==> config.mk <==
export PLATFORM = sky130hd
export DESIGN_NAME = sci_exec
export DESIGN_NICKNAME = d
export VERILOG_FILES = /design/src/core/sci_defs.sv /design/src/core/sci_exec.sv
export SDC_FILE = /design/constraint.sdc
export NUM_CORES = 1
export LEC_CHECK = 0
export BUFFER_PORTS_ARGS = -buffer_cell sky130_fd_sc_hd__buf_2
export CORE_ASPECT_RATIO = 0.75
export CORE_MARGIN = 3
export CORE_UTILIZATION = 56
export CTS_CLUSTER_SIZE = 20
export DETAILED_ROUTE_END_ITERATION = 7
export GPL_ROUTABILITY_DRIVEN = 0
export PLACE_DENSITY = 0.95
export SLEW_MARGIN = 5
export SYNTH_ARGS = -nofsm -noshare
export SYNTH_HDL_FRONTEND = slang
export SYNTH_SLANG_ARGS = --single-unit
==> constraint.sdc <==
create_clock -name mclk_i -period 4.8 [get_ports mclk_i]
set_input_delay 0.24 -clock mclk_i [delete_from_list [all_inputs] [get_ports mclk_i]]
set_output_delay 0.24 -clock mclk_i [all_outputs]
set_load 0.005 [all_outputs]
==> src/core/sci_defs.sv <==
// Constants, opcode and state types, and the pin synchroniser of the
// system-control instruction executor.
// Assumes a single 250 MHz clock and an asynchronous active-low reset.

`timescale 1ns/10ps

package sci_pkg;

  // ----------------------------------------
  // Opcodes
  // ----------------------------------------
  typedef enum logic [3:0] {
    SCI_OP_IDLE      = 4'h0,
    SCI_OP_JUMP      = 4'h1,
    SCI_OP_CALL      = 4'h2,
    SCI_OP_RET       = 4'h3,
    SCI_OP_RET_IMM   = 4'h4,
    SCI_OP_ISR_EXIT  = 4'h5,
    SCI_OP_PC_ADD    = 4'h6,
    SCI_OP_IRQ_ON    = 4'h7,
    SCI_OP_IRQ_OFF   = 4'h8,
    SCI_OP_FULL_HALT = 4'h9,
    SCI_OP_CORE_HALT = 4'ha,
    SCI_OP_CHIP_RST  = 4'hb,
    SCI_OP_WDT_KICK  = 4'hc
  } sci_op_type;

  // ----------------------------------------
  // Sequencer states
  // ----------------------------------------
  typedef enum logic [1:0] {
    SCI_ST_RUN    = 2'b00,
    SCI_ST_SECOND = 2'b01,
    SCI_ST_HALT   = 2'b10,
    SCI_ST_RESET  = 2'b11
  } sci_state_type;

  // ----------------------------------------
  // Sizes, steps and reset values
  // ----------------------------------------
  localparam int SCI_PC_W_DEF = 12;
  localparam int SCI_SP_W = 8;
  localparam int SCI_DATA_W = 8;
  localparam int SCI_WORD_W = 16;
  localparam int SCI_FLAG_W = 4;
  localparam logic [SCI_SP_W-1:0] SCI_SP_STEP = 8'h02;
  localparam logic [SCI_SP_W-1:0] SCI_SP_RST = 8'h00;
  localparam logic [SCI_DATA_W-1:0] SCI_ACC_RST = 8'h00;
  localparam logic [SCI_FLAG_W-1:0] SCI_FLAG_RST = 4'h0;
  localparam logic SCI_GIE_RST = 1'b0;
  localparam int SCI_SYNC_STAGES = 2;

endpackage

// ----------------------------------------
// Two-stage level synchroniser
// ----------------------------------------
module sci_sync2
  import sci_pkg::*;
(
  input wire logic mclk_i,
  input wire logic arst_n_i,
  input wire logic async_i,
  output logic sync_o
);

  logic [SCI_SYNC_STAGES-1:0] stage_reg;

  always_ff @(posedge mclk_i or negedge arst_n_i)
  begin
    if (!arst_n_i)
    begin
      stage_reg <= '0;
    end
    else
    begin
      stage_reg <= {stage_reg[SCI_SYNC_STAGES-2:0], async_i};
    end
  end

  assign sync_o = stage_reg[SCI_SYNC_STAGES-1];

endmodule // sci_sync2

==> src/core/sci_exec.sv <==
// System-control instruction executor: program counter, stack pointer,
// work register, global interrupt enable, halt and reset controls.
// Assumes a decoded opcode from the fetch stage on the same clock, and a
// stack memory whose read data is valid in the cycle of the read strobe.

`timescale 1ns/10ps

module sci_exec
  import sci_pkg::*;
#(
  parameter int PC_W = SCI_PC_W_DEF
)
(
  input wire logic mclk_i,
  input wire logic arst_n_i,
  input wire logic instr_valid_i,
  input wire sci_op_type instr_op_i,
  input wire logic [PC_W-1:0] instr_target_i,
  input wire logic [SCI_DATA_W-1:0] instr_imm_i,
  output logic instr_ready_o,
  input wire logic acc_we_i,
  input wire logic [SCI_DATA_W-1:0] acc_i,
  input wire logic flags_we_i,
  input wire logic [SCI_FLAG_W-1:0] flags_i,
  input wire logic irq_req_i,
  input wire logic wake_i,
  input wire logic [SCI_WORD_W-1:0] mem_rdata_i,
  output logic mem_wr_o,
  output logic mem_rd_o,
  output logic [SCI_SP_W-1:0] mem_addr_o,
  output logic [SCI_WORD_W-1:0] mem_wdata_o,
  output logic [PC_W-1:0] pc_o,
  output logic [SCI_SP_W-1:0] sp_o,
  output logic [SCI_DATA_W-1:0] acc_o,
  output logic [SCI_FLAG_W-1:0] flags_o,
  output logic gie_o,
  output logic irq_to_core_o,
  output logic core_clk_en_o,
  output logic osc_en_o,
  output logic chip_reset_o,
  output logic wdt_clear_o
);

  // ----------------------------------------
  // Elaboration checks
  // ----------------------------------------
  if (PC_W < 8 || PC_W > SCI_WORD_W)
  begin : g_bad_pc_w
    $error("PC_W must lie between 8 and 16");
  end

  // ----------------------------------------
  // Declarations
  // ----------------------------------------
  sci_state_type state_reg;
  sci_op_type op_reg;
  logic [PC_W-1:0] pc_reg;
  logic [SCI_SP_W-1:0] sp_reg;
  logic [SCI_DATA_W-1:0] acc_reg;
  logic [SCI_FLAG_W-1:0] flags_reg;
  logic gie_reg;
  logic full_halt_reg;
  logic core_halt_reg;
  logic chip_rst_reg;
  logic wdt_clear_reg;
  logic mem_wr_reg;
  logic mem_rd_reg;
  logic [SCI_SP_W-1:0] mem_addr_reg;
  logic [SCI_WORD_W-1:0] mem_wdata_reg;
  logic wake_sync;
  logic accept;
  logic two_cycle;
  logic [PC_W-1:0] pc_inc;
  logic [SCI_SP_W-1:0] sp_down;

  sci_sync2 u_wake_sync (
    .mclk_i(mclk_i),
    .arst_n_i(arst_n_i),
    .async_i(wake_i),
    .sync_o(wake_sync)
  );

  assign instr_ready_o = (state_reg == SCI_ST_RUN);
  assign accept = instr_valid_i && instr_ready_o;
  assign pc_inc = pc_reg + {{(PC_W-1){1'b0}}, 1'b1};
  assign sp_down = sp_reg - SCI_SP_STEP;
  assign two_cycle = (instr_op_i == SCI_OP_JUMP) || (instr_op_i == SCI_OP_CALL) ||
                     (instr_op_i == SCI_OP_RET) || (instr_op_i == SCI_OP_RET_IMM) ||
                     (instr_op_i == SCI_OP_ISR_EXIT) || (instr_op_i == SCI_OP_PC_ADD);

  // ----------------------------------------
  // Sequencer
  // ----------------------------------------
  always_ff @(posedge mclk_i or negedge arst_n_i)
  begin
    if (!arst_n_i)
    begin
      state_reg <= SCI_ST_RUN;
      op_reg <= SCI_OP_IDLE;
    end
    else
    begin
      case (state_reg)
        SCI_ST_RUN:
        begin
          if (accept)
          begin
            op_reg <= instr_op_i;
            if (two_cycle)
            begin
              state_reg <= SCI_ST_SECOND;
            end
            else if (instr_op_i == SCI_OP_FULL_HALT || instr_op_i == SCI_OP_CORE_HALT)
            begin
              state_reg <= SCI_ST_HALT;
            end
            else if (instr_op_i == SCI_OP_CHIP_RST)
            begin
              state_reg <= SCI_ST_RESET;
            end
          end
        end
        SCI_ST_SECOND:
        begin
          state_reg <= SCI_ST_RUN;
        end
        SCI_ST_HALT:
        begin
          if (wake_sync)
          begin
            state_reg <= SCI_ST_RUN;
          end
        end
        SCI_ST_RESET:
        begin
          state_reg <= SCI_ST_RUN;
          op_reg <= SCI_OP_IDLE;
        end
        default:
        begin
          state_reg <= SCI_ST_RUN;
        end
      endcase
    end
  end

  // ----------------------------------------
  // Program counter
  // ----------------------------------------
  always_ff @(posedge mclk_i or negedge arst_n_i)
  begin
    if (!arst_n_i)
    begin
      pc_reg <= '0;
    end
    else if (state_reg == SCI_ST_RESET)
    begin
      pc_reg <= '0;
    end
    else if (state_reg == SCI_ST_SECOND && (op_reg == SCI_OP_RET ||
             op_reg == SCI_OP_RET_IMM || op_reg == SCI_OP_ISR_EXIT))
    begin
      pc_reg <= mem_rdata_i[PC_W-1:0];
    end
    else if (accept)
    begin
      case (instr_op_i)
        SCI_OP_JUMP: pc_reg <= instr_target_i;
        SCI_OP_CALL: pc_reg <= instr_target_i;
        SCI_OP_PC_ADD: pc_reg <= pc_reg + {{(PC_W-SCI_DATA_W){1'b0}}, acc_reg};
        SCI_OP_RET, SCI_OP_RET_IMM, SCI_OP_ISR_EXIT: pc_reg <= pc_reg;
        default: pc_reg <= pc_inc;
      endcase
    end
  end

  // ----------------------------------------
  // Stack pointer and stack memory port
  // ----------------------------------------
  always_ff @(posedge mclk_i or negedge arst_n_i)
  begin
    if (!arst_n_i)
    begin
      sp_reg <= SCI_SP_RST;
      mem_wr_reg <= 1'b0;
      mem_rd_reg <= 1'b0;
      mem_addr_reg <= '0;
      mem_wdata_reg <= '0;
    end
    else
    begin
      mem_wr_reg <= 1'b0;
      mem_rd_reg <= 1'b0;
      if (state_reg == SCI_ST_RESET)
      begin
        sp_reg <= SCI_SP_RST;
        mem_addr_reg <= '0;
        mem_wdata_reg <= '0;
      end
      else if (accept && instr_op_i == SCI_OP_CALL)
      begin
        mem_wr_reg <= 1'b1;
        mem_addr_reg <= sp_reg;
        mem_wdata_reg <= {{(SCI_WORD_W-PC_W){1'b0}}, pc_inc};
        sp_reg <= sp_reg + SCI_SP_STEP;
      end
      else if (accept && (instr_op_i == SCI_OP_RET || instr_op_i == SCI_OP_RET_IMM ||
               instr_op_i == SCI_OP_ISR_EXIT))
      begin
        mem_rd_reg <= 1'b1;
        mem_addr_reg <= sp_down;
        sp_reg <= sp_down;
      end
    end
  end

  // ----------------------------------------
  // Work register and flags
  // ----------------------------------------
  always_ff @(posedge mclk_i or negedge arst_n_i)
  begin
    if (!arst_n_i)
    begin
      acc_reg <= SCI_ACC_RST;
      flags_reg <= SCI_FLAG_RST;
    end
    else if (state_reg == SCI_ST_RESET)
    begin
      acc_reg <= SCI_ACC_RST;
      flags_reg <= SCI_FLAG_RST;
    end
    else
    begin
      if (accept && instr_op_i == SCI_OP_RET_IMM)
      begin
        acc_reg <= instr_imm_i;
      end
      else if (acc_we_i && !accept)
      begin
        acc_reg <= acc_i;
      end
      if (flags_we_i && !accept)
      begin
        flags_reg <= flags_i;
      end
    end
  end

  // ----------------------------------------
  // Global interrupt enable
  // ----------------------------------------
  always_ff @(posedge mclk_i or negedge arst_n_i)
  begin
    if (!arst_n_i)
    begin
      gie_reg <= SCI_GIE_RST;
    end
    else if (state_reg == SCI_ST_RESET)
    begin
      gie_reg <= SCI_GIE_RST;
    end
    else if (state_reg == SCI_ST_SECOND && op_reg == SCI_OP_ISR_EXIT)
    begin
      gie_reg <= 1'b1;
    end
    else if (accept && instr_op_i == SCI_OP_IRQ_ON)
    begin
      gie_reg <= 1'b1;
    end
    else if (accept && instr_op_i == SCI_OP_IRQ_OFF)
    begin
      gie_reg <= 1'b0;
    end
  end

  assign irq_to_core_o = irq_req_i && gie_reg;

  // ----------------------------------------
  // Halt, reset and watchdog controls
  // ----------------------------------------
  always_ff @(posedge mclk_i or negedge arst_n_i)
  begin
    if (!arst_n_i)
    begin
      full_halt_reg <= 1'b0;
      core_halt_reg <= 1'b0;
      chip_rst_reg <= 1'b0;
      wdt_clear_reg <= 1'b0;
    end
    else
    begin
      chip_rst_reg <= accept && instr_op_i == SCI_OP_CHIP_RST;
      wdt_clear_reg <= accept && instr_op_i == SCI_OP_WDT_KICK;
      if (state_reg == SCI_ST_HALT && wake_sync)
      begin
        full_halt_reg <= 1'b0;
        core_halt_reg <= 1'b0;
      end
      else if (accept && instr_op_i == SCI_OP_FULL_HALT)
      begin
        full_halt_reg <= 1'b1;
      end
      else if (accept && instr_op_i == SCI_OP_CORE_HALT)
      begin
        core_halt_reg <= 1'b1;
      end
    end
  end

  assign core_clk_en_o = !(full_halt_reg || core_halt_reg);
  assign osc_en_o = !full_halt_reg;
  assign chip_reset_o = chip_rst_reg;
  assign wdt_clear_o = wdt_clear_reg;
  assign mem_wr_o = mem_wr_reg;
  assign mem_rd_o = mem_rd_reg;
  assign mem_addr_o = mem_addr_reg;
  assign mem_wdata_o = mem_wdata_reg;
  assign pc_o = pc_reg;
  assign sp_o = sp_reg;
  assign acc_o = acc_reg;
  assign flags_o = flags_reg;
  assign gie_o = gie_reg;
endmodule // sci_exec

==> flow_summary.ini, run 1 <==
[yosys]
yosysUniqueCellTypes = 71
ys.flop_type = dfrtp_1
syn_avg_cell_area_sq_um = 9.204
yosysWarnings = 0
synth_cells = 452
syn_area_sq_um = 4160
synth_edf_count = 0
ys_seq_area_share_pct = 39.70
ys_seq_elements = 66
synthArstFlopShare_pct = 100.0

[floorplan]
die_y_um = 80.65
ios = 124
dieArea_sq_um = 8510
die_w_um = 105.5
core_sq_um = 6994
start_util_pct = 59.48
row_count = 26

[critical_path]
worstPathArrival_ns = 2.71
crit_path_start_kind = flop
crit_type = flop to flop
cp-end-kind = flop
critPathMaxFanout = 18
cp_data_required_time_ns = 5.01

[worst_hold_path]
hold_class = input port to async pin

[sta]
relSlewSlack_pct = 40.67
finalSetupViolations = 0
period_needed_ns = 2.499
fin_tns_setup_ns = 0
tightest_slew_ns = 0.8900
fmax_mhz = 400.1
setup_ws_ns = 2.301
final_hold_viol_count = 0
clock_skew_ns = 0.007313
rsz0062_at_grt = no
drv_slew = 0
timing.final.crit_share_pct = 52.07

[global_routing]
grt_max_degree = 67
grt_pass1_vias = 3730
grt_antenna_before_repair = 0
grt_pass1_wl_um = 18440
grt_util_all_layers_pct = 27.74
overflow = 0

[power]
leakage_nw = 2.395
seqPwrFrac_pct = 39.3
comb_power_share_pct = 40.6
switching_share_pct = 39.74
intPower_w = 0.001427
switchingPower_w = 0.0009412
ir_worst_vdd_mv = 0.1923
p_per_area_nw_per_um2 = 483.6
power.total_w = 0.002368
pwr-share-clk_pct = 20.1

[final_layout]
utilization_pct = 70.02
num_antenna_cells = 0
layout.cells.non_filler = 658
area_growth_pct = 17.71
fin_nets = 626
drive_above_1_share_pct = 29.11
fill_cells = 567

[drt]
wl_um = 11890
ant_nets = 0
drc = 0
drt_iter0_markers = 410
vias = 4099
firstDrtPassIters = 8
viasPerCell = 6.229
avgRoutedWirePerCell_um = 18.06

[place]
portBuffers = 114
dp.cells = 641
hpwlAfterDp_um = 8487
pre_cts_ws_ns = 2.340

[flow_run]
max_cap_violations = 0

[cts]
clk_latency_ns = 0.36
cts-root-buf = clkbuf_8
clkSlewWorstSetupHoldPaths_ns = 0.07
clockBufferDepth = 2
h-tree-depth = 3
cts_made_buffers = 9
cts.sinks = 66
cts_tree = yes

[run_status]
status = complete, no violations
==> layout make-up <==
type	count	area, sq um	share of cell area, %
Multi-Input combinational cell	346	2262	46.19
Sequential cell	66	1652	33.72
Timing Repair Buffer	120	618.1	12.62
Clock buffer	11	141.4	2.887
Tap cell	98	122.6	2.504
Clock inverter	5	53.80	1.099
Inverter	12	47.55	0.9709
==> worst paths after layout <==
kind                       cells after the start                               start                                  to  slack (ns)
max in group asynchronous                      2                            arst_n_i                acc_o[0]$_DFFE_PN0P_        4.18
setup reg to reg                               6            state_reg[1]$_DFFE_PN0P_           mem_addr_o[4]$_DFFE_PN0P_        2.30
hold / removal                                 2                            arst_n_i                  mem_rd_o$_DFF_PN0_        0.06
hold reg to reg                                0  u_wake_sync.stage_reg[0]$_DFF_PN0_  u_wake_sync.stage_reg[1]$_DFF_PN0_        0.35
min in group mclk_i                            3                          flags_i[0]              flags_o[0]$_DFFE_PN0P_        0.12
setup / recovery                               6            state_reg[1]$_DFFE_PN0P_           mem_addr_o[4]$_DFFE_PN0P_        2.30
==> power groups by stage <==
| stage | clock [W] | sequential [W] | combinational [W] |
|---|---|---|---|
| 5_1_grt | 0.000505 | 0.000954 | 0.00106 |
| 3_5_place_dp | 0 | 0.000932 | 0.000937 |
| 6_report | 0.000476 | 0.000931 | 0.000961 |
| 2_1_floorplan | 0 | 0.000894 | 0.000610 |
| 3_3_place_gp | 0 | 0.000915 | 0.000889 |
| 4_1_cts | 0.000480 | 0.000923 | 0.000949 |
==> cell usage after synthesis, drive strengths merged, types with 8 or more instances <==
master	number	area, sq um
dfrtp	66	1652
nand2	51	191.4
o21ai	35	205.2
nand3	31	155.2
nor2	27	103.9
a21oi	22	110.1
buf	22	176.4
inv	12	47.55
mux2i	12	120.1
ha	11	137.6
clkbuf	10	37.54
xnor2	10	87.58
a21o	9	67.56
nor3	9	56.31
xor2	8	70.07
==> logic make-up after synthesis <==
family | Yosys count | share of synthesized area (%)
AOI/OAI and AO/OA | 136 | 23.31
xor gates and xnor gates | 18 | 3.789
adders and majority gates | 12 | 3.789
buffers and inverters | 44 | 6.286
DFF | 66 | 39.70
muxes | 14 | 3.429
other | 1 | 0.09014
and+or+nand+nor | 161 | 19.61
==> layout by cell type (no fill, tap or decap), drive strengths merged, types with 6 or more instances in the layout <==
master / netlist / final
a21oi: 22 / 22
a21o: 9 / 9
nand2: 51 / 51
clkbuf: 10 / 11
ha: 11 / 11
dfrtp: 66 / 66
o21ai: 35 / 35
xnor2: 10 / 10
a22oi: 6 / 6
and2: 7 / 7
buf: 22 / 119
nor3: 9 / 9
a31oi: 6 / 6
inv: 12 / 12
mux2i: 12 / 12
a211oi: 7 / 7
nand3: 31 / 31
xor2: 8 / 8
nor2: 27 / 27
==> metrics by stage <==
step	instance area, sq um	hold WS (ns)
final	4897	0.06085
after detailed placement	4692	0.3370
after global placement	4692	0.3343
after global routing	4897	0.1316
after floorplan	4175	-0.05559
after CTS	4897	0.09945
==> metal layers <==
| metal | GRT usage [%] | part of all wire, % |
|---|---|---|
| met1 | 36.70 | 41 |
| met2 | 44.21 | 45 |
| met5 | 0 | 0 |
| met4 | 9.444 | 2.8 |
| met3 | 7.631 | 11 |
==> worst max-delay path: stages (launching register included) <==
cell and delay, ns:
dfrtp_1 0.48, or3b_1 0.70, a211o_4 0.44, inv_4 0.15, mux2_2 0.34, a22oi_1 0.18, nor2_1 0.05
==> what timing repair did <==
item,4_1_cts,5_1_grt
endpoints found under the hold margin,1,0
gates resized for setup,0,0
hold buffers,1,0
buffers inserted,0,0
Power figures use the tool's default switching activity.
==> run 2: changes to the inputs <==
- CORE_UTILIZATION: 56 -> 52
- PLACE_DENSITY: 0.95 -> 0.89
- clock period: 4.8 -> 2.6 ns (I/O delays scaled with it)
==> flow_summary.ini, run 2 (same netlist as run 1, synthesis figures left out) <==
[final_layout]
drive_above_1_share_pct = 29.93
final_cell_area_sq_um = 5022
fin_nets = 634
final_common_cell = buf_2
utilization_pct = 66.37
fill_cells = 626
area_growth_pct = 20.72
mostFrequentLayoutCells = buf_2 (114), dfrtp_1 (66), nand2_1 (51)
layout.cells.non_filler = 669
num_antenna_cells = 0

[critical_path]
crit_path_start_kind = flop
r2r_start = state_reg[0]$_DFFE_PN0P_
worstPathArrival_ns = 2.66
setup.worst_path.start = state_reg[0]$_DFFE_PN0P_
rrSetupSlack_ns = 0.19
cp-end-kind = flop
crit_type = flop to flop
cp_data_required_time_ns = 2.85
critPathMaxFanout = 12
r2r_end = sp_o[5]$_DFFE_PN0P_
r2r_cells = 7

[power]
intPower_w = 0.002817
pwr-share-clk_pct = 23.4
ir_worst_vdd_mv = 0.4149
comb_power_share_pct = 38.9
switching_share_pct = 38.10
seqPwrFrac_pct = 37.7
switchingPower_w = 0.001734
p_per_area_nw_per_um2 = 906.1
power.total_w = 0.004551
leakage_nw = 2.447

[cts]
clockBufferDepth = 2
h-tree-depth = 3
clk_latency_ns = 0.35
cts_tree = yes
clkSlewWorstSetupHoldPaths_ns = 0.08
cts-root-buf = clkbuf_8
cts_made_buffers = 9
cts.sinks = 66

[sta]
fmax_mhz = 414.6
clock_skew_ns = 0.008433
final_hold_viol_count = 0
rsz0062_at_grt = no
period_needed_ns = 2.412
tightest_slew_ns = 0.7048
drv_slew = 0
relSlewSlack_pct = 53.02
fin_tns_setup_ns = 0
timing.final.crit_share_pct = 92.76
finalSetupViolations = 0

[flow_run]
max_cap_violations = 0

[floorplan]
ios = 124
dieArea_sq_um = 9121
die_w_um = 109.3
die_y_um = 83.46
start_util_pct = 54.98
row_count = 27
core_sq_um = 7567

[run_status]
status = complete, no violations

[worst_hold_path]
min_to = flags_o[1]$_DFFE_PN0P_
hold_class = input port to flop
whs_path_depth = 3
holdCritStartpoint = flags_i[1]

[place]
portBuffers = 114
dp.cells = 651
dpl_cell_area_sq_um = 4761
hpwlAfterDp_um = 8904

[global_routing]
grt_max_degree = 37
grt_util_all_layers_pct = 26.18
overflow = 0
grt_pass1_wl_um = 18910
grt_antenna_before_repair = 0
grt_pass1_vias = 3898

[drt]
vias = 4092
firstDrtPassIters = 7
ant_nets = 0
viasPerCell = 6.117
avgRoutedWirePerCell_um = 17.88
wl_um = 11960
drt_iter0_markers = 440
drc = 0
==> run 2: cell count changes in the layout (fill, tap and decap cells not counted), sizes merged <==
| cell | delta |
|---|---|
| dlygate4sd3 | +1 |
| buf | +7 |
| clkinvlp | +2 |
| clkbuf | -1 |
| clkinv | -4 |
| bufinv | +2 |
| inv | +1 |
==> run 2: worst max path at each step <==
stage,slack (ns),depth (start not counted),endpoint
final,0.19,7,sp_o[5]$_DFFE_PN0P_
after global routing,0.05,7,sp_o[5]$_DFFE_PN0P_
after CTS,0.21,7,sp_o[5]$_DFFE_PN0P_
after detailed placement,0.22,7,sp_o[5]$_DFFE_PN0P_
after global placement,0.30,7,sp_o[5]$_DFFE_PN0P_
after floorplan,0.46,6,pc_o[9]$_DFFE_PN0P_
==> run 2: worst max-delay path, cell delays in order, from the launching register on <==
cell,delay [ns]
dfrtp_1,0.47
or3b_1,0.57
buf_4,0.24
or2_1,0.25
inv_2,0.21
nor3_1,0.16
o21bai_1,0.23
a22o_1,0.19
==> run 2: layout make-up <==
cell class | count | area [sq um] | share of cell area (%)
Multi-Input combinational cell | 346 | 2262 | 45.04
Sequential cell | 66 | 1652 | 32.88
Timing Repair Buffer | 128 | 693.2 | 13.80
Clock buffer | 10 | 127.6 | 2.541
Tap cell | 101 | 126.4 | 2.516
Clock inverter | 6 | 113.9 | 2.267
Inverter | 12 | 47.55 | 0.9467
==> run 2: repair_timing <==
action	in CTS	in global routing
hold endpoints to repair	31	0
gates resized for setup	0	0
hold buffers	2	0
setup buffers	0	0
==> run 2: metrics by stage <==
stage                     worst slack [ns]  hold WS [ns]
after floorplan                     0.4577       -0.1656
after global placement              0.2954        0.2122
after detailed placement            0.2169        0.2218
after CTS                           0.2088       0.01446
after global routing               0.04683       0.01645
final                               0.1881       0.02206
==> run 2: power groups by stage <==
stage	clock network [W]	registers [W]	logic (W)
floorplan	0	0.00165	0.00113
global placement	0	0.00169	0.00167
detailed placement	0	0.00172	0.00175
CTS	0.00108	0.00171	0.00176
global route	0.00112	0.00176	0.00197
finish	0.00106	0.00172	0.00177
==> run 2: per-layer routing <==
| metal | track usage (%) | vias to the layer above | share of wire [%] |
|---|---|---|---|
| met2 | 39.13 | 265 | 45 |
| li1 | - | 1868 | - |
| met1 | 36.04 | 1927 | 42 |
| met5 | 0 | - | 0 |
| met3 | 7.193 | 32 | 10 |
| met4 | 10.08 | 0 | 2.7 |
